===== config.mk =====
export PLATFORM = sky130hd
export DESIGN_NAME = cpu8_opcode_decode_subset
export DESIGN_NICKNAME = d
export VERILOG_FILES = /design/src/opdec_pkg.sv /design/src/cpu8_opcode_decode_subset.sv /design/src/reg_field_select.sv /design/src/alu_unit.sv
export VERILOG_INCLUDE_DIRS = /design/src /design/src/src
export SDC_FILE = /design/constraint.sdc
export NUM_CORES = 1
export LEC_CHECK = 0
export CELL_PAD_IN_SITES_DETAIL_PLACEMENT = 0
export CELL_PAD_IN_SITES_GLOBAL_PLACEMENT = 2
export CORE_ASPECT_RATIO = 1.2
export CORE_MARGIN = 3
export CORE_UTILIZATION = 25
export CTS_CLUSTER_SIZE = 20
export DETAILED_ROUTE_END_ITERATION = 7
export DONT_BUFFER_PORTS = 1
export PLACE_DENSITY_LB_ADDON = 0.2
export SYNTH_ARGS = -nofsm -noshare
export SYNTH_HDL_FRONTEND = slang
export SYNTH_SLANG_ARGS = --single-unit

===== constraint.sdc =====
create_clock -name clk_i -period 9.7 [get_ports clk_i]
set_clock_uncertainty 0.15 [all_clocks]
set_input_delay 0.97 -clock clk_i [delete_from_list [all_inputs] [get_ports clk_i]]
set_output_delay 0.97 -clock clk_i [all_outputs]
set_load 0.01 [all_outputs]

===== src/opdec_cfg.svh =====
`ifndef OPDEC_CFG_SVH
`define OPDEC_CFG_SVH

// Three-bit register field codes
`define FIELD_B 3'h0
`define FIELD_C 3'h1
`define FIELD_D 3'h2
`define FIELD_E 3'h3
`define FIELD_H 3'h4
`define FIELD_L 3'h5
`define FIELD_MEM 3'h6
`define FIELD_A 3'h7

// Opcodes and opcode patterns
`define OP_PAIR_TO_STACK_POINTER 8'hf9
`define OP_CMP_PREFIX 5'h17
`define OP_CPI 8'hfe
`define OP_ANI 8'he6
`define OP_DAD_SP 8'h39
`define OP_RAL 8'h17
`define OP_RAR 8'h1f
`define OP_COND_TOP 2'h3
`define OP_CALL_LOW 3'h4
`define OP_RET_LOW 3'h0

// Condition codes in opcode bits 5:3
`define COND_NZ 3'h0
`define COND_Z 3'h1
`define COND_NC 3'h2
`define COND_C 3'h3
`define COND_PO 3'h4
`define COND_PE 3'h5
`define COND_P 3'h6
`define COND_M 3'h7

// Clock-state counts
`define CYC_NONE 5'h00
`define CYC_PAIR_TO_STACK_POINTER 5'h05
`define CYC_CMP_REG 5'h04
`define CYC_CMP_MEM 5'h07
`define CYC_CPI 5'h07
`define CYC_ANI 5'h07
`define CYC_DAD 5'h0a
`define CYC_ROTATE 5'h04
`define CYC_CALL_SHORT 5'h0b
`define CYC_CALL_LONG 5'h11
`define CYC_RET_SHORT 5'h05
`define CYC_RET_LONG 5'h0b

// Flag byte layout
`define FLAG_S_BIT 7
`define FLAG_Z_BIT 6
`define FLAG_AC_BIT 4
`define FLAG_P_BIT 2
`define FLAG_CY_BIT 0
`define FLAGS_FIXED 8'h02

// Reset values
`define RESET_BYTE 8'h00
`define RESET_SP 16'h0000

`endif


===== src/opdec_pkg.sv =====
package opdec_pkg;

  typedef enum logic [3:0] {
    KIND_NONE,
    KIND_PAIR_TO_STACK_POINTER,
    KIND_CMP_REG,
    KIND_CMP_MEM,
    KIND_CMP_IMM,
    KIND_ANI,
    KIND_DAD_SP,
    KIND_RAL,
    KIND_RAR,
    KIND_CALL_COND,
    KIND_RET_COND
  } insn_kind_type;

endpackage


===== src/cpu8_opcode_decode_subset.sv =====
// Summary of operation
// - A three-bit register field means B 000, C 001, D 010, E 011, H 100, L 101, A 111, memory 110.
// - Conditional calls and returns report the short or long state count by the tested flag.
// - The pair-to-stack-pointer copy moves H and L into the stack pointer in 5 states.
// - Register compare tests the low-field register against the accumulator in 4 states.
// - Memory compare tests the byte at HL against the accumulator in 7 states.
// - Immediate compare tests the byte after the opcode against the accumulator in 7 states.
// - Immediate and leaves accumulator AND following byte in the accumulator in 7 states.
// - Double add with stack pointer puts HL plus SP back into HL in 10 states.
// - Rotate left via carry moves carry into bit 0 and bit 7 into carry in 4 states.
// - Rotate right via carry moves carry into bit 7 and bit 0 into carry in 4 states.
`timescale 1ns/1ns
`include "opdec_cfg.svh"

module cpu8_opcode_decode_subset (
  // Clock and reset
  input wire logic clk_i,
  input wire logic rst_n_i,
  // Opcode from fetch stage
  input wire logic op_valid_i,
  input wire logic [7:0] opcode_i,
  input wire logic [7:0] operand_i,
  // Register preload
  input wire logic wr_en_i,
  input wire logic [2:0] wr_field_i,
  input wire logic [7:0] wr_data_i,
  // Decode result
  output logic done_o,
  output opdec_pkg::insn_kind_type kind_o,
  output logic [4:0] state_count_o,
  output logic cond_taken_o,
  output logic operand_used_o,
  output logic unsupported_o,
  // Architectural state
  output logic [7:0] acc_o,
  output logic [15:0] hl_o,
  output logic [15:0] sp_o,
  output logic [7:0] flags_o
);
  import opdec_pkg::*;

  logic [7:0] a_r;
  logic [7:0] b_r;
  logic [7:0] c_r;
  logic [7:0] d_r;
  logic [7:0] e_r;
  logic [7:0] h_r;
  logic [7:0] l_r;
  logic [15:0] sp_r;
  logic [7:0] flags_r;
  logic done_r;
  insn_kind_type kind_r;
  logic [4:0] count_r;
  logic cond_taken_r;
  logic operand_used_r;
  logic unsupported_r;

  function automatic logic cond_holds(input logic [2:0] code, input logic [7:0] f);
    logic res;
    res = 1'b0;
    unique case (code)
      `COND_NZ: res = ~f[`FLAG_Z_BIT];
      `COND_Z: res = f[`FLAG_Z_BIT];
      `COND_NC: res = ~f[`FLAG_CY_BIT];
      `COND_C: res = f[`FLAG_CY_BIT];
      `COND_PO: res = ~f[`FLAG_P_BIT];
      `COND_PE: res = f[`FLAG_P_BIT];
      `COND_P: res = ~f[`FLAG_S_BIT];
      `COND_M: res = f[`FLAG_S_BIT];
    endcase
    return res;
  endfunction

  // Opcode classification
  wire logic [15:0] hl_w = {h_r, l_r};
  wire logic cy_w = flags_r[`FLAG_CY_BIT];
  wire logic [2:0] src_field_w = opcode_i[2:0];
  wire logic [2:0] cond_field_w = opcode_i[5:3];
  wire logic cmp_group_w = opcode_i[7:3] == `OP_CMP_PREFIX;
  wire logic src_is_mem_w;
  wire logic [7:0] src_value_w;
  wire logic is_pair_to_stack_pointer_w = opcode_i == `OP_PAIR_TO_STACK_POINTER;
  wire logic is_cmp_reg_w = cmp_group_w && !src_is_mem_w;
  wire logic is_cmp_mem_w = cmp_group_w && src_is_mem_w;
  wire logic is_cpi_w = opcode_i == `OP_CPI;
  wire logic is_ani_w = opcode_i == `OP_ANI;
  wire logic is_dad_sp_w = opcode_i == `OP_DAD_SP;
  wire logic is_ral_w = opcode_i == `OP_RAL;
  wire logic is_rar_w = opcode_i == `OP_RAR;
  wire logic cond_top_w = opcode_i[7:6] == `OP_COND_TOP;
  wire logic is_call_cond_w = cond_top_w && (opcode_i[2:0] == `OP_CALL_LOW);
  wire logic is_ret_cond_w = cond_top_w && (opcode_i[2:0] == `OP_RET_LOW);
  wire logic is_cmp_any_w = is_cmp_reg_w || is_cmp_mem_w || is_cpi_w;
  wire logic cond_met_w = cond_holds(cond_field_w, flags_r);
  wire logic uses_operand_w = is_cmp_mem_w || is_cpi_w || is_ani_w;

  reg_field_select u_src_sel (
    .field_i(src_field_w),
    .b_i(b_r),
    .c_i(c_r),
    .d_i(d_r),
    .e_i(e_r),
    .h_i(h_r),
    .l_i(l_r),
    .a_i(a_r),
    .mem_i(operand_i),
    .value_o(src_value_w),
    .is_mem_o(src_is_mem_w)
  );

  wire logic [7:0] cmp_operand_w = is_cmp_reg_w ? src_value_w : operand_i;
  wire logic [7:0] cmp_flags_w;
  wire logic [7:0] and_result_w;
  wire logic [7:0] and_flags_w;
  wire logic [7:0] ral_result_w;
  wire logic [7:0] rar_result_w;
  wire logic [7:0] ral_flags_w;
  wire logic [7:0] rar_flags_w;
  wire logic [15:0] dad_sum_w;
  wire logic [7:0] dad_flags_w;

  alu_unit u_alu (
    .a_i(a_r),
    .operand_i(cmp_operand_w),
    .carry_i(cy_w),
    .flags_i(flags_r),
    .hl_i(hl_w),
    .sp_i(sp_r),
    .cmp_flags_o(cmp_flags_w),
    .and_result_o(and_result_w),
    .and_flags_o(and_flags_w),
    .ral_result_o(ral_result_w),
    .rar_result_o(rar_result_w),
    .ral_flags_o(ral_flags_w),
    .rar_flags_o(rar_flags_w),
    .dad_sum_o(dad_sum_w),
    .dad_flags_o(dad_flags_w)
  );

  // Kind and state count selection
  wire insn_kind_type kind_nxt = is_pair_to_stack_pointer_w ? KIND_PAIR_TO_STACK_POINTER :
                                 is_cmp_reg_w ? KIND_CMP_REG :
                                 is_cmp_mem_w ? KIND_CMP_MEM :
                                 is_cpi_w ? KIND_CMP_IMM :
                                 is_ani_w ? KIND_ANI :
                                 is_dad_sp_w ? KIND_DAD_SP :
                                 is_ral_w ? KIND_RAL :
                                 is_rar_w ? KIND_RAR :
                                 is_call_cond_w ? KIND_CALL_COND :
                                 is_ret_cond_w ? KIND_RET_COND : KIND_NONE;
  // taken condition gives the long count
  wire logic [4:0] call_count_w = cond_met_w ? `CYC_CALL_LONG : `CYC_CALL_SHORT;
  wire logic [4:0] ret_count_w = cond_met_w ? `CYC_RET_LONG : `CYC_RET_SHORT;
  wire logic [4:0] count_nxt = is_pair_to_stack_pointer_w ? `CYC_PAIR_TO_STACK_POINTER :
                               is_cmp_reg_w ? `CYC_CMP_REG :
                               is_cmp_mem_w ? `CYC_CMP_MEM :
                               is_cpi_w ? `CYC_CPI :
                               is_ani_w ? `CYC_ANI :
                               is_dad_sp_w ? `CYC_DAD :
                               (is_ral_w || is_rar_w) ? `CYC_ROTATE :
                               is_call_cond_w ? call_count_w :
                               is_ret_cond_w ? ret_count_w : `CYC_NONE;

  // Accumulator, flag and pair updates
  wire logic [7:0] a_nxt = is_ani_w ? and_result_w :
                           is_ral_w ? ral_result_w :
                           is_rar_w ? rar_result_w : a_r;
  wire logic [7:0] flags_nxt = is_cmp_any_w ? cmp_flags_w :
                               is_ani_w ? and_flags_w :
                               is_ral_w ? ral_flags_w :
                               is_rar_w ? rar_flags_w :
                               is_dad_sp_w ? dad_flags_w : flags_r;
  wire logic [15:0] hl_nxt = is_dad_sp_w ? dad_sum_w : hl_w;
  wire logic [15:0] sp_nxt = is_pair_to_stack_pointer_w ? hl_w : sp_r;
  // Fixed flag bits survive a preload of the flag byte
  wire logic [7:0] wr_flags_w = (wr_data_i & 8'hd5) | `FLAGS_FIXED;

  always_ff @(posedge clk_i) begin
    if (!rst_n_i) begin
      a_r <= `RESET_BYTE;
      h_r <= `RESET_BYTE;
      l_r <= `RESET_BYTE;
      sp_r <= `RESET_SP;
      flags_r <= `FLAGS_FIXED;
    end else if (op_valid_i) begin
      a_r <= a_nxt;
      flags_r <= flags_nxt;
      {h_r, l_r} <= hl_nxt;
      sp_r <= sp_nxt;
    end else if (wr_en_i) begin
      // Memory code has no register, so it reaches the flag byte instead
      if (wr_field_i == `FIELD_A) begin
        a_r <= wr_data_i;
      end
      if (wr_field_i == `FIELD_H) begin
        h_r <= wr_data_i;
      end
      if (wr_field_i == `FIELD_L) begin
        l_r <= wr_data_i;
      end
      if (wr_field_i == `FIELD_MEM) begin
        flags_r <= wr_flags_w;
      end
    end
  end

  always_ff @(posedge clk_i) begin
    if (!rst_n_i) begin
      b_r <= `RESET_BYTE;
      c_r <= `RESET_BYTE;
      d_r <= `RESET_BYTE;
      e_r <= `RESET_BYTE;
    end else if (!op_valid_i && wr_en_i) begin
      if (wr_field_i == `FIELD_B) begin
        b_r <= wr_data_i;
      end
      if (wr_field_i == `FIELD_C) begin
        c_r <= wr_data_i;
      end
      if (wr_field_i == `FIELD_D) begin
        d_r <= wr_data_i;
      end
      if (wr_field_i == `FIELD_E) begin
        e_r <= wr_data_i;
      end
    end
  end

  always_ff @(posedge clk_i) begin
    if (!rst_n_i) begin
      done_r <= 1'b0;
      kind_r <= KIND_NONE;
      count_r <= `CYC_NONE;
      cond_taken_r <= 1'b0;
      operand_used_r <= 1'b0;
      unsupported_r <= 1'b0;
    end else begin
      done_r <= op_valid_i;
      unsupported_r <= op_valid_i && (kind_nxt == KIND_NONE);
      if (op_valid_i) begin
        kind_r <= kind_nxt;
        count_r <= count_nxt;
        cond_taken_r <= (is_call_cond_w || is_ret_cond_w) && cond_met_w;
        operand_used_r <= uses_operand_w;
      end
    end
  end

  assign done_o = done_r;
  assign kind_o = kind_r;
  assign state_count_o = count_r;
  assign cond_taken_o = cond_taken_r;
  assign operand_used_o = operand_used_r;
  assign unsupported_o = unsupported_r;
  assign acc_o = a_r;
  assign hl_o = hl_w;
  assign sp_o = sp_r;
  assign flags_o = flags_r;

  chk_field_mem_sel: assert property (
    @(posedge clk_i) disable iff (!rst_n_i)
    op_valid_i && cmp_group_w && (opcode_i[2:0] == `FIELD_MEM)
    |=> kind_o == KIND_CMP_MEM && operand_used_o)
    else $error("Memory field code not decoded as memory operand");

  chk_cond_count: assert property (
    @(posedge clk_i) disable iff (!rst_n_i)
    op_valid_i && is_call_cond_w
    |=> state_count_o == ($past(cond_met_w) ? `CYC_CALL_LONG : `CYC_CALL_SHORT)
        && cond_taken_o == $past(cond_met_w))
    else $error("Conditional call state count wrong");

  chk_ret_count: assert property (
    @(posedge clk_i) disable iff (!rst_n_i)
    op_valid_i && is_ret_cond_w
    |=> state_count_o == ($past(cond_met_w) ? `CYC_RET_LONG : `CYC_RET_SHORT))
    else $error("Conditional return state count wrong");

  chk_pair_to_stack_pointer_copy: assert property (
    @(posedge clk_i) disable iff (!rst_n_i)
    op_valid_i && is_pair_to_stack_pointer_w |=> sp_o == $past(hl_w) && state_count_o == `CYC_PAIR_TO_STACK_POINTER)
    else $error("Stack pointer load from HL wrong");

  chk_cmp_reg_op: assert property (
    @(posedge clk_i) disable iff (!rst_n_i)
    op_valid_i && is_cmp_reg_w
    |=> state_count_o == `CYC_CMP_REG
        && flags_o[`FLAG_Z_BIT] == ($past(src_value_w) == $past(a_r)))
    else $error("Register compare wrong");

  chk_cmp_mem_op: assert property (
    @(posedge clk_i) disable iff (!rst_n_i)
    op_valid_i && is_cmp_mem_w
    |=> state_count_o == `CYC_CMP_MEM
        && flags_o[`FLAG_CY_BIT] == ($past(operand_i) > $past(a_r)))
    else $error("Memory compare wrong");

  chk_cpi_op: assert property (
    @(posedge clk_i) disable iff (!rst_n_i)
    op_valid_i && is_cpi_w
    |=> state_count_o == `CYC_CPI && operand_used_o
        && flags_o[`FLAG_Z_BIT] == ($past(operand_i) == $past(a_r)))
    else $error("Immediate compare wrong");

  chk_ani_result: assert property (
    @(posedge clk_i) disable iff (!rst_n_i)
    op_valid_i && is_ani_w
    |=> acc_o == ($past(a_r) & $past(operand_i)) && state_count_o == `CYC_ANI)
    else $error("Immediate and result wrong");

  chk_dad_sum: assert property (
    @(posedge clk_i) disable iff (!rst_n_i)
    op_valid_i && is_dad_sp_w
    |=> {flags_o[`FLAG_CY_BIT], hl_o} == ({1'b0, $past(hl_w)} + {1'b0, $past(sp_r)})
        && state_count_o == `CYC_DAD)
    else $error("Double add with stack pointer wrong");

  chk_ral_shift: assert property (
    @(posedge clk_i) disable iff (!rst_n_i)
    op_valid_i && is_ral_w
    |=> {cy_w, a_r} == {$past(a_r), $past(cy_w)} && state_count_o == `CYC_ROTATE)
    else $error("Rotate left via carry wrong");

  chk_rar_shift: assert property (
    @(posedge clk_i) disable iff (!rst_n_i)
    op_valid_i && is_rar_w
    |=> {a_r, cy_w} == {$past(cy_w), $past(a_r)} && state_count_o == `CYC_ROTATE)
    else $error("Rotate right via carry wrong");

  chk_cmp_keeps_acc: assert property (
    @(posedge clk_i) disable iff (!rst_n_i)
    op_valid_i && is_cmp_any_w
    |=> acc_o == $past(a_r)
        && flags_o[`FLAG_S_BIT] == (8'($past(a_r) - $past(cmp_operand_w)) >= 8'h80))
    else $error("Compare changed the accumulator or sign flag wrong");

endmodule // cpu8_opcode_decode_subset


===== src/reg_field_select.sv =====
`timescale 1ns/1ns
`include "opdec_cfg.svh"

module reg_field_select (
  // Field and register bank
  input wire logic [2:0] field_i,
  input wire logic [7:0] b_i,
  input wire logic [7:0] c_i,
  input wire logic [7:0] d_i,
  input wire logic [7:0] e_i,
  input wire logic [7:0] h_i,
  input wire logic [7:0] l_i,
  input wire logic [7:0] a_i,
  input wire logic [7:0] mem_i,
  // Selection
  output logic [7:0] value_o,
  output logic is_mem_o
);

  assign is_mem_o = field_i == `FIELD_MEM;
  assign value_o = (field_i == `FIELD_B) ? b_i :
                   (field_i == `FIELD_C) ? c_i :
                   (field_i == `FIELD_D) ? d_i :
                   (field_i == `FIELD_E) ? e_i :
                   (field_i == `FIELD_H) ? h_i :
                   (field_i == `FIELD_L) ? l_i :
                   (field_i == `FIELD_A) ? a_i : mem_i;

endmodule // reg_field_select


===== src/alu_unit.sv =====
`timescale 1ns/1ns
`include "opdec_cfg.svh"

module alu_unit (
  // Operands
  input wire logic [7:0] a_i,
  input wire logic [7:0] operand_i,
  input wire logic carry_i,
  input wire logic [7:0] flags_i,
  input wire logic [15:0] hl_i,
  input wire logic [15:0] sp_i,
  // Results
  output logic [7:0] cmp_flags_o,
  output logic [7:0] and_result_o,
  output logic [7:0] and_flags_o,
  output logic [7:0] ral_result_o,
  output logic [7:0] rar_result_o,
  output logic [7:0] ral_flags_o,
  output logic [7:0] rar_flags_o,
  output logic [15:0] dad_sum_o,
  output logic [7:0] dad_flags_o
);

  function automatic logic [7:0] pack_flags(input logic s, input logic z, input logic ac,
                                            input logic p, input logic cy);
    logic [7:0] f;
    f = `FLAGS_FIXED;
    f[`FLAG_S_BIT] = s;
    f[`FLAG_Z_BIT] = z;
    f[`FLAG_AC_BIT] = ac;
    f[`FLAG_P_BIT] = p;
    f[`FLAG_CY_BIT] = cy;
    return f;
  endfunction

  function automatic logic [7:0] with_carry(input logic [7:0] f, input logic cy);
    logic [7:0] g;
    g = f;
    g[`FLAG_CY_BIT] = cy;
    return g;
  endfunction

  wire logic [8:0] diff_w = {1'b0, a_i} - {1'b0, operand_i};
  wire logic [4:0] low_sum_w = {1'b0, a_i[3:0]} + {1'b0, ~operand_i[3:0]} + 5'h01;
  wire logic [16:0] dad_w = {1'b0, hl_i} + {1'b0, sp_i};

  // compare flags as a subtraction, borrow in carry
  assign cmp_flags_o = pack_flags(diff_w[7], diff_w[7:0] == 8'h00, low_sum_w[4],
                                  ~^diff_w[7:0], diff_w[8]);
  assign and_result_o = a_i & operand_i;
  assign and_flags_o = pack_flags(and_result_o[7], and_result_o == 8'h00,
                                  a_i[3] | operand_i[3], ~^and_result_o, 1'b0);
  assign ral_result_o = {a_i[6:0], carry_i};
  assign ral_flags_o = with_carry(flags_i, a_i[7]);
  assign rar_result_o = {carry_i, a_i[7:1]};
  assign rar_flags_o = with_carry(flags_i, a_i[0]);
  assign dad_sum_o = dad_w[15:0];
  assign dad_flags_o = with_carry(flags_i, dad_w[16]);

endmodule // alu_unit


Word level (Yosys, flattened, before mapping)

Cells that the tools add are included.

Reductions and logical operators: 38
Bitwise operators: 7
Eq/ne operators: 33
$add $sub $neg: 4
Muxes and demuxes: 51

Operators with widths:

| operator           | number |
|---|---|
| $mux 8             | 25 |
| $mux 4             | 12 |
| $mux 5             | 9 |
| $eq 3x3->1 const B | 12 |
| $eq 8x8->1 const B | 3 |
| $eq 3x2->1 const B | 6 |
| $add 16x16->17     | 1 |
| $eq 8x5->1 const B | 2 |
| $logic_not 8->1    | 2 |
| $mux 16            | 1 |
| $reduce_xnor 8->1  | 2 |
| $reduce_and 3->1   | 5 |
| $reduce_and 2->1   | 5 |
| $reduce_bool 2->1  | 5 |
| $eq 3x1->1 const B | 3 |
| $logic_not 3->1    | 3 |
| $sub 8x8->9        | 1 |
| $and 8x8->8        | 1 |
| $eq 8x6->1 const B | 1 |
| $pmux 1 s8         | 1 |
| $logic_and 1x1->1  | 7 |
| $logic_or 1x1->1   | 6 |
| $ne 6x1->1 const B | 1 |
| $add 4x4->5        | 1 |
| 12 further kinds   | 18 |

Input bits: 31
Word-level logic and storage cells: 149
Output and inout port bits: 61
Bits in registers: 93

Logic depth before layout (Yosys ltp)

Gate-level depths: netlist of run 1.

Depth in word-level cells: 14
Gate-level depth with buffers: 21
Depth with buffers taken out: 18

Modules after synthesis

From an unflattened synthesis of run 1, not the netlist that was laid out.

Cells, all modules: 804
Area, all modules: 6870.3 um2

By module, submodules not included:

| module                    | area each (um2) | sequential area each (um2) | cells each | times used |
|---|---|---|---|---|
| cpu8_opcode_decode_subset | 4484.3          | 1861.8                     | 492        | 1 |
| alu_unit                  | 1760.4          | 0.0                        | 229        | 1 |
| reg_field_select          | 625.6           | 0.0                        | 83         | 1 |

Least setup slack after synthesis of run 1

Ideal clock, no wire load.

Path kind: in2reg
Start point: input opcode_i[3]
End point: register flags_r[2] (netlist: flags_o[2])
Required time: 9.424 ns
Arrival time: 4.230 ns
Buffers on the path: 3
Stages: 21
Setup time: 0.126 ns
Setup slack: 5.194 ns
Cell sequence: buf_6 > nand4_1 > nor2_2 > and2_1 > buf_2 > buf_4 > nor2_1 > a21oi_1 > ha_1 > inv_1 > fa_1 > nor2b_1 > o21ai_0 > nand2_1 > nor2_1 > xnor2_1 > ha_1 > xor2_1 > xnor2_1 > a221oi_1 > o32ai_2

Cells in the longest elaborated chain, start to end: 8
Elaborated cells between the ends (all ways): 17
Classes of those cells: 1 x add/sub; 4 x eq/ne; 4 x mux; 1 x bitwise; 7 x reduce/logical

Ends and longest elaborated chain:

| element                                                             | line                             | source |
|---|---|---|
| from (decl)                                                         | cpu8_opcode_decode_subset.sv:21  | `input wire logic [7:0] opcode_i,` |
| parallel branches: the longest is 8 deep, another holds $sub 8x8->9 | -                                |  |
| to (signal assigned)                                                | cpu8_opcode_decode_subset.sv:184 | `` flags_r <= `FLAGS_FIXED; `` |
| to (signal assigned)                                                | cpu8_opcode_decode_subset.sv:187 | `flags_r <= flags_nxt;` |
| to (signal assigned)                                                | cpu8_opcode_decode_subset.sv:202 | `flags_r <= wr_flags_w;` |
| to (decl)                                                           | cpu8_opcode_decode_subset.sv:50  | `logic [7:0] flags_r;` |

Parallel ways; which one is timed is not known. The select of a mux whose other input is x is not followed.
A chain may end at the register's enable or synchronous reset.

Worst setup path after layout of run 1

Start point: input opcode_i[7]
End point: register flags_r[2] (netlist: flags_o[2])

The elaborated chain is that of the path after synthesis.

==> impl_metrics.tcl, run 1 <==
set metrics [dict create \
    seq_area_frac_synth 0.287 \
    cts_setup_buffers 0 \
    routed_via_density 5.05 \
    cts_hold_buf 0 \
    yosys-top-cells-area "dfxtp_1 (29%), ha_1 (8.3%), mux2i_1 (7.1%)" \
    start_util 0.255 \
    finalSetupViolCount 0 \
    critPathLaunchType "input pin" \
    drv_slew 0 \
    die_h_um 180 \
    crit_cells 18 \
    cts_tree "done" \
    area_growth_pct 8.50 \
    worst_pin_slew_ns 1.18 \
    yosys_warnings 0 \
    rrSetupSlack_ns 5.54 \
    max_stage_delay_ns 0.52 \
    routabilityCongestion 0.821 \
    status "completed" \
    finalCritPeriodShare 0.467 \
    clkTransAtPathRegs_ns 0.08 \
    drt_pass1_iterations 7 \
    path_cells "nand4_1 -> nor2_2 -> and2_1 -> nor2_1 -> a21oi_1 -> ha_1 -> inv_1 -> fa_1 -> nor2b_1 -> o21ai_0 -> nand2_1 -> nor2_1 -> xnor2_1 -> ha_1 -> xor2_1 -> xnor2_1 -> a221oi_1 -> o32ai_2" \
    layout_commonest_cell "dfxtp_1" \
    dp_cells 1032 \
    fill_cells 2671 \
    critical_path.startpoint "opcode_i[7]" \
    cp.required_ns 9.79 \
    critical_path_buf_inv_count 1 \
    syn_avg_cell_area_sq_um 8.50 \
    p_leak_nw 2.76 \
    cp_top_family "simple AND/OR/NAND/NOR gates" \
    synth_top_area_share 0.287 \
    cp.arrival_ns 4.61 \
    clock_path_buffers 2 \
    antenna_left 0 \
    fin_cells 1048 \
    num_antenna_cells 0 \
    h-tree-depth 3 \
    power.density_nw_per_um2 137 \
    first_global_vias 5278 \
    r2r_end "flags_o[2]" \
    drc 0 \
    worstSetupPathType "input pin to flop" \
    io_buffers 0 \
    cp-end-kind "flop" \
    die_area_sq_um 27300 \
    syn-instance-count 746 \
    first_iter_violations 382 \
    vdd_ir_drop_max_uv 93.2 \
    final_util 0.277 \
    synthDistinctLibCells 79 \
    wl_per_cell_um 22.4 \
    hp-class "flop to flop" \
    fin_area_sq_um 6880 \
    synth-seq-cells 91 \
    layout_common_cells "dfxtp_1 (91), nand2_1 (85), nor2_1 (57), nor2b_1 (49), mux2i_1 (45)" \
    fin_nets 793 \
    antenna_found_initial 0 \
    cts-root-buf "clkbuf_16" \
    r2r_cells 18 \
    maxCapViolations 0 \
    cp_max_fo 18 \
    vias 5291 \
    finalHoldViolations 0 \
    slowest_stage "and2_1" \
    synth_edf_count 0 \
    rsz0062_at_grt "false" \
    worst_r2r_startpoint "acc_o[0]" \
    final_layout_size_suffix_gt1_frac 0.0830 \
    place_hpwl_um 18000 \
    yosys.area.top_type "dfxtp_1" \
    crit_end "flags_o[2]" \
    rows 63 \
    synth_ff_type "dfxtp_1" \
    grt_pass1_wl_um 35000 \
    track_usage 0.173 \
    max_freq_mhz 221 \
    numCtsBuffers 9 \
    die_w_um 151 \
    grt_overflow 0 \
    syn_area_sq_um 6340 \
    clkSinkCount 91 \
    place_area_sq_um 6540 \
    setup_tns_ns 0 \
    period_minus_slack_ns 4.53 \
    num_io_pins 92 \
    total_power_mw 0.941 \
    max_slew_margin 0.208 \
    insertion_delay_ns 0.36 \
    grt_max_degree 97 \
    cts.repair.resized 0 \
    async_reset_ff_frac 0 \
    coreArea_sq_um 24800 \
    wl_um 23500 \
]
[sequential cells by signal (all words and copies together), names as in the netlist]
| register | count |
|---|---|
| h_r | 8 |
| acc_o | 8 |
| l_r | 8 |
| cond_taken_o | 1 |
| sp_o | 16 |
| done_o | 1 |
| b_r | 8 |
| flags_o | 6 |
| state_count_o | 5 |
| c_r | 8 |
| e_r | 8 |
| kind_o | 4 |
| d_r | 8 |
| operand_used_o | 1 |
| unsupported_o | 1 |
[synthesized netlist by cell type, types with 3 or more instances]
| cell | count |
|---|---|
| buf_4 | 10 |
| nor3_1 | 5 |
| o311a_1 | 4 |
| mux2_2 | 8 |
| o211ai_1 | 4 |
| o21ai_1 | 17 |
| nand2_1 | 85 |
| nand2b_1 | 9 |
| nand4_1 | 8 |
| xnor2_1 | 13 |
| and3_1 | 7 |
| o21ai_2 | 3 |
| nor2_1 | 57 |
| nand3_1 | 14 |
| o211a_1 | 9 |
| buf_2 | 12 |
| buf_6 | 3 |
| a21oi_1 | 39 |
| a211oi_1 | 4 |
| inv_1 | 32 |
| dfxtp_1 | 91 |
| o21ai_0 | 20 |
| a2111oi_1 | 6 |
| a21o_1 | 7 |
| mux4_2 | 9 |
| nand3b_1 | 4 |
| clkbuf_1 | 14 |
| a31oi_1 | 15 |
| nor4_1 | 3 |
| a22oi_1 | 9 |
| a21boi_0 | 17 |
| nor2b_1 | 49 |
| o21a_1 | 3 |
| or2_2 | 3 |
| or3_1 | 6 |
| mux2i_1 | 45 |
| ha_1 | 42 |
| xor2_1 | 7 |
[report_power, final]
part           leakage [nW]  internal [mW]  switching [mW]  total, mW
clock network         0.167          0.234           0.184      0.419
registers             0.737          0.381          0.0167      0.398
logic                  1.85         0.0569          0.0674      0.124
[cell families after synthesis]
group | Yosys count | synth area share
AOI/OAI and AO/OA | 179 | 0.194
xor gates and xnor gates | 21 | 0.0302
muxes | 62 | 0.117
DFF | 91 | 0.287
and+or+nand+nor | 274 | 0.225
other | 1 | 0.000591
buffers and inverters | 74 | 0.0558
adders and majority gates | 44 | 0.0892
[layout make-up]
class	instances	area (sq um)	share of cell area
multi-input cells	582	4180	0.607
flip-flops and latches	91	1820	0.265
clock buffers	9	225	0.0327
inverters	32	120	0.0175
repair buffers	2	15.0	0.00218
well taps	325	407	0.0591
clock inverters	7	116	0.0169
[routing by layer]
layer,track usage,part of all wire,up-vias
met4,0.0610,0.028,0
met2,0.280,0.47,120
met5,0,0,-
li1,-,-,2605
met3,0.0450,0.061,31
met1,0.221,0.44,2535
[worst min path at each step]
stage | slack (ns) | depth (start not counted) | startpoint | endpoint
4_1_cts | 0.37 | 2 | d_r[4] | d_r[4]
2_1_floorplan | 0.33 | 2 | c_r[0] | c_r[0]
6_report | 0.37 | 2 | d_r[4] | d_r[4]
3_3_place_gp | 0.34 | 2 | d_r[7] | d_r[7]
5_1_grt | 0.40 | 2 | e_r[0] | e_r[0]
3_5_place_dp | 0.35 | 2 | e_r[2] | e_r[2]
[per-stage QoR]
step                      setup slack [ns]  hold slack, ns
after floorplan                       5.19           0.327
after global placement                4.84           0.341
after global routing                  4.72           0.396
after detailed placement              4.79           0.353
after CTS                             5.18           0.373
final                                 5.17           0.371
[tightest hold or removal path: stages, from the launching register on]
cell	delay, ns
dfxtp_1	0.33
mux2i_1	0.07
nor2b_1	0.10
Note: power is estimated with default switching activity, not from simulation.
==> inputs of run 2 (changes only) <==
- clock period: 9.7 -> 3.8 ns (I/O delays scaled with it)
==> run 2 against run 1 <==
Net effect: via count up 3.1%; sequential cell count unchanged; routed wire length about the same; largest power group unchanged; die area unchanged.
==> impl_metrics.tcl, run 2 (synthesis results as in run 1) <==
set metrics [dict create \
    status "completed" \
    finalHoldViolations 0 \
    routabilityCongestion 0.872 \
    max_freq_mhz 272 \
    rrSetupSlack_ns 0.13 \
    num_io_pins 92 \
    maxCapViolations 0 \
    fill_cells 2656 \
    critPathLaunchType "flop" \
    routed_via_density 5.00 \
    drc 0 \
    seqPwrFrac 0.410 \
    setup_tns_ns 0 \
    antenna_left 0 \
    cp.required_ns 3.89 \
    final_layout_size_suffix_gt1_frac 0.136 \
    finalSetupViolCount 0 \
    path_cells "mux4_2 -> o21ai_2 -> a31oi_2 -> ha_1 -> nor2_1 -> o311a_1 -> o41ai_2 -> nor2_1 -> nor2_1 -> xnor2_1 -> ha_1 -> xor2_1 -> xnor2_1 -> a221oi_2 -> o32ai_2" \
    worstSetupPathType "flop to flop" \
    finalCritPeriodShare 0.966 \
    vias 5455 \
    hp-class "input pin to flop" \
    drt_pass1_iterations 4 \
    grt_overflow 0 \
    power.density_nw_per_um2 334 \
    max_stage_delay_ns 0.51 \
    period_minus_slack_ns 3.67 \
    antenna_found_initial 0 \
    first_iter_violations 308 \
    cts-root-buf "clkbuf_16" \
    p_clk_frac 0.430 \
    place_hpwl_um 17600 \
    largest_reg_flops 16 \
    cp_max_fo 2 \
    vdd_ir_drop_max_uv 228 \
    die_area_sq_um 27300 \
    cp_top_family "compound AO/OA/AOI/OAI gates" \
    layout_common_cells "dfxtp_1 (91), nand2_1 (85), nor2_1 (57), nor2b_1 (49), mux2i_1 (45)" \
    critical-path-top-cell-by-count "nor2_1" \
    critical_path_buf_inv_count 0 \
    p_leak_nw 2.98 \
    multi_input_area_sq_um 4210 \
    seq_area_sq_um 1820 \
    clock_path_buffers 2 \
    cts_tree "done" \
    total_power_mw 2.42 \
    switchingPower_mw 0.684 \
    drv_slew 0 \
    p_comb_frac 0.160 \
    max_slew_margin 0.237 \
    wl_um 23500 \
    fin_nets 836 \
    rows 63 \
    area_growth_pct 14.3 \
    coreArea_sq_um 24800 \
    io_buffers 0 \
    clkTransAtPathRegs_ns 0.07 \
    die_w_um 151 \
    h-tree-depth 3 \
    wl_per_cell_um 21.5 \
    clkSinkCount 91 \
    start_util 0.255 \
    grt_pass1_wl_um 35400 \
    first_global_vias 5538 \
    numCtsBuffers 9 \
    cp.arrival_ns 3.76 \
    slowest_stage "mux4_2" \
    swShare 0.282 \
    track_usage 0.173 \
    die_h_um 180 \
    p_int_mw 1.74 \
    cp-end-kind "flop" \
    insertion_delay_ns 0.37 \
    worst_pin_slew_ns 1.14 \
    num_antenna_cells 0 \
    grt_max_degree 70 \
    layout_commonest_cell "dfxtp_1" \
]
==> run 2: cell count changes in the layout (fill, tap and decap cells not counted), sizes merged <==
cell,previous run,this run
dlygate4sd3,0,5
clkinvlp,0,1
buf,2,40
inv,36,35
==> run 2: stage by stage <==
step | hold WS, ns | instance area, sq um | util | cells | setup WS [ns]
after floorplan | 0.327 | 6350 | - | 747 | 0.0360
after global placement | 0.339 | 6830 | 0.275 | 1069 | -0.0248
after detailed placement | 0.344 | 6830 | 0.275 | 1069 | -0.0569
after CTS | 0.000143 | 7230 | 0.291 | 1091 | 0.129
after global routing | 0.0149 | 7250 | 0.292 | 1091 | -0.0182
final | 0.0178 | 7250 | 0.292 | 1091 | 0.129
==> run 2: metal layers <==
metal	track usage	routed length (um)	share of wire
met5	0	0	0
met4	0.0548	488	0.021
met3	0.0410	1350	0.057
met2	0.290	11400	0.48
met1	0.218	10300	0.44
==> run 2: path summary, 6_finish.rpt <==
kind | from | endpoint | depth (start not counted)
setup / recovery | e_r[1] | flags_o[2] | 15
setup reg to reg | e_r[1] | flags_o[2] | 15
hold / removal | rst_n_i | sp_o[12] | 1
hold reg to reg | c_r[6] | c_r[6] | 2
==> run 2: layout make-up <==
type / instances / share of cell area
timing repair buffer: 45 / 0.0501
clock inverter: 7 / 0.0148
tap: 325 / 0.0561
inverter: 32 / 0.0166
sequential: 91 / 0.251
multi-input combinational: 582 / 0.580
clock buffer: 9 / 0.0311
==> run 2: power groups by stage <==
| stage | clock [mW] | sequential (mW) | combinational [mW] |
|---|---|---|---|
| after floorplan | 0 | 1.02 | 0.290 |
| after global placement | 0 | 1.02 | 0.371 |
| after detailed placement | 0 | 1.02 | 0.370 |
| after CTS | 1.07 | 0.994 | 0.388 |
| after global routing | 1.10 | 0.996 | 0.425 |
| final | 1.04 | 0.993 | 0.388 |
==> run 2: repair_timing <==
item | CTS | global route
buffers inserted | 0 | 0
gates resized for setup | 0 | 4
hold endpoints to repair | 25 | 0
hold buffers | 6 | 0
setup endpoints to repair | 0 | 1
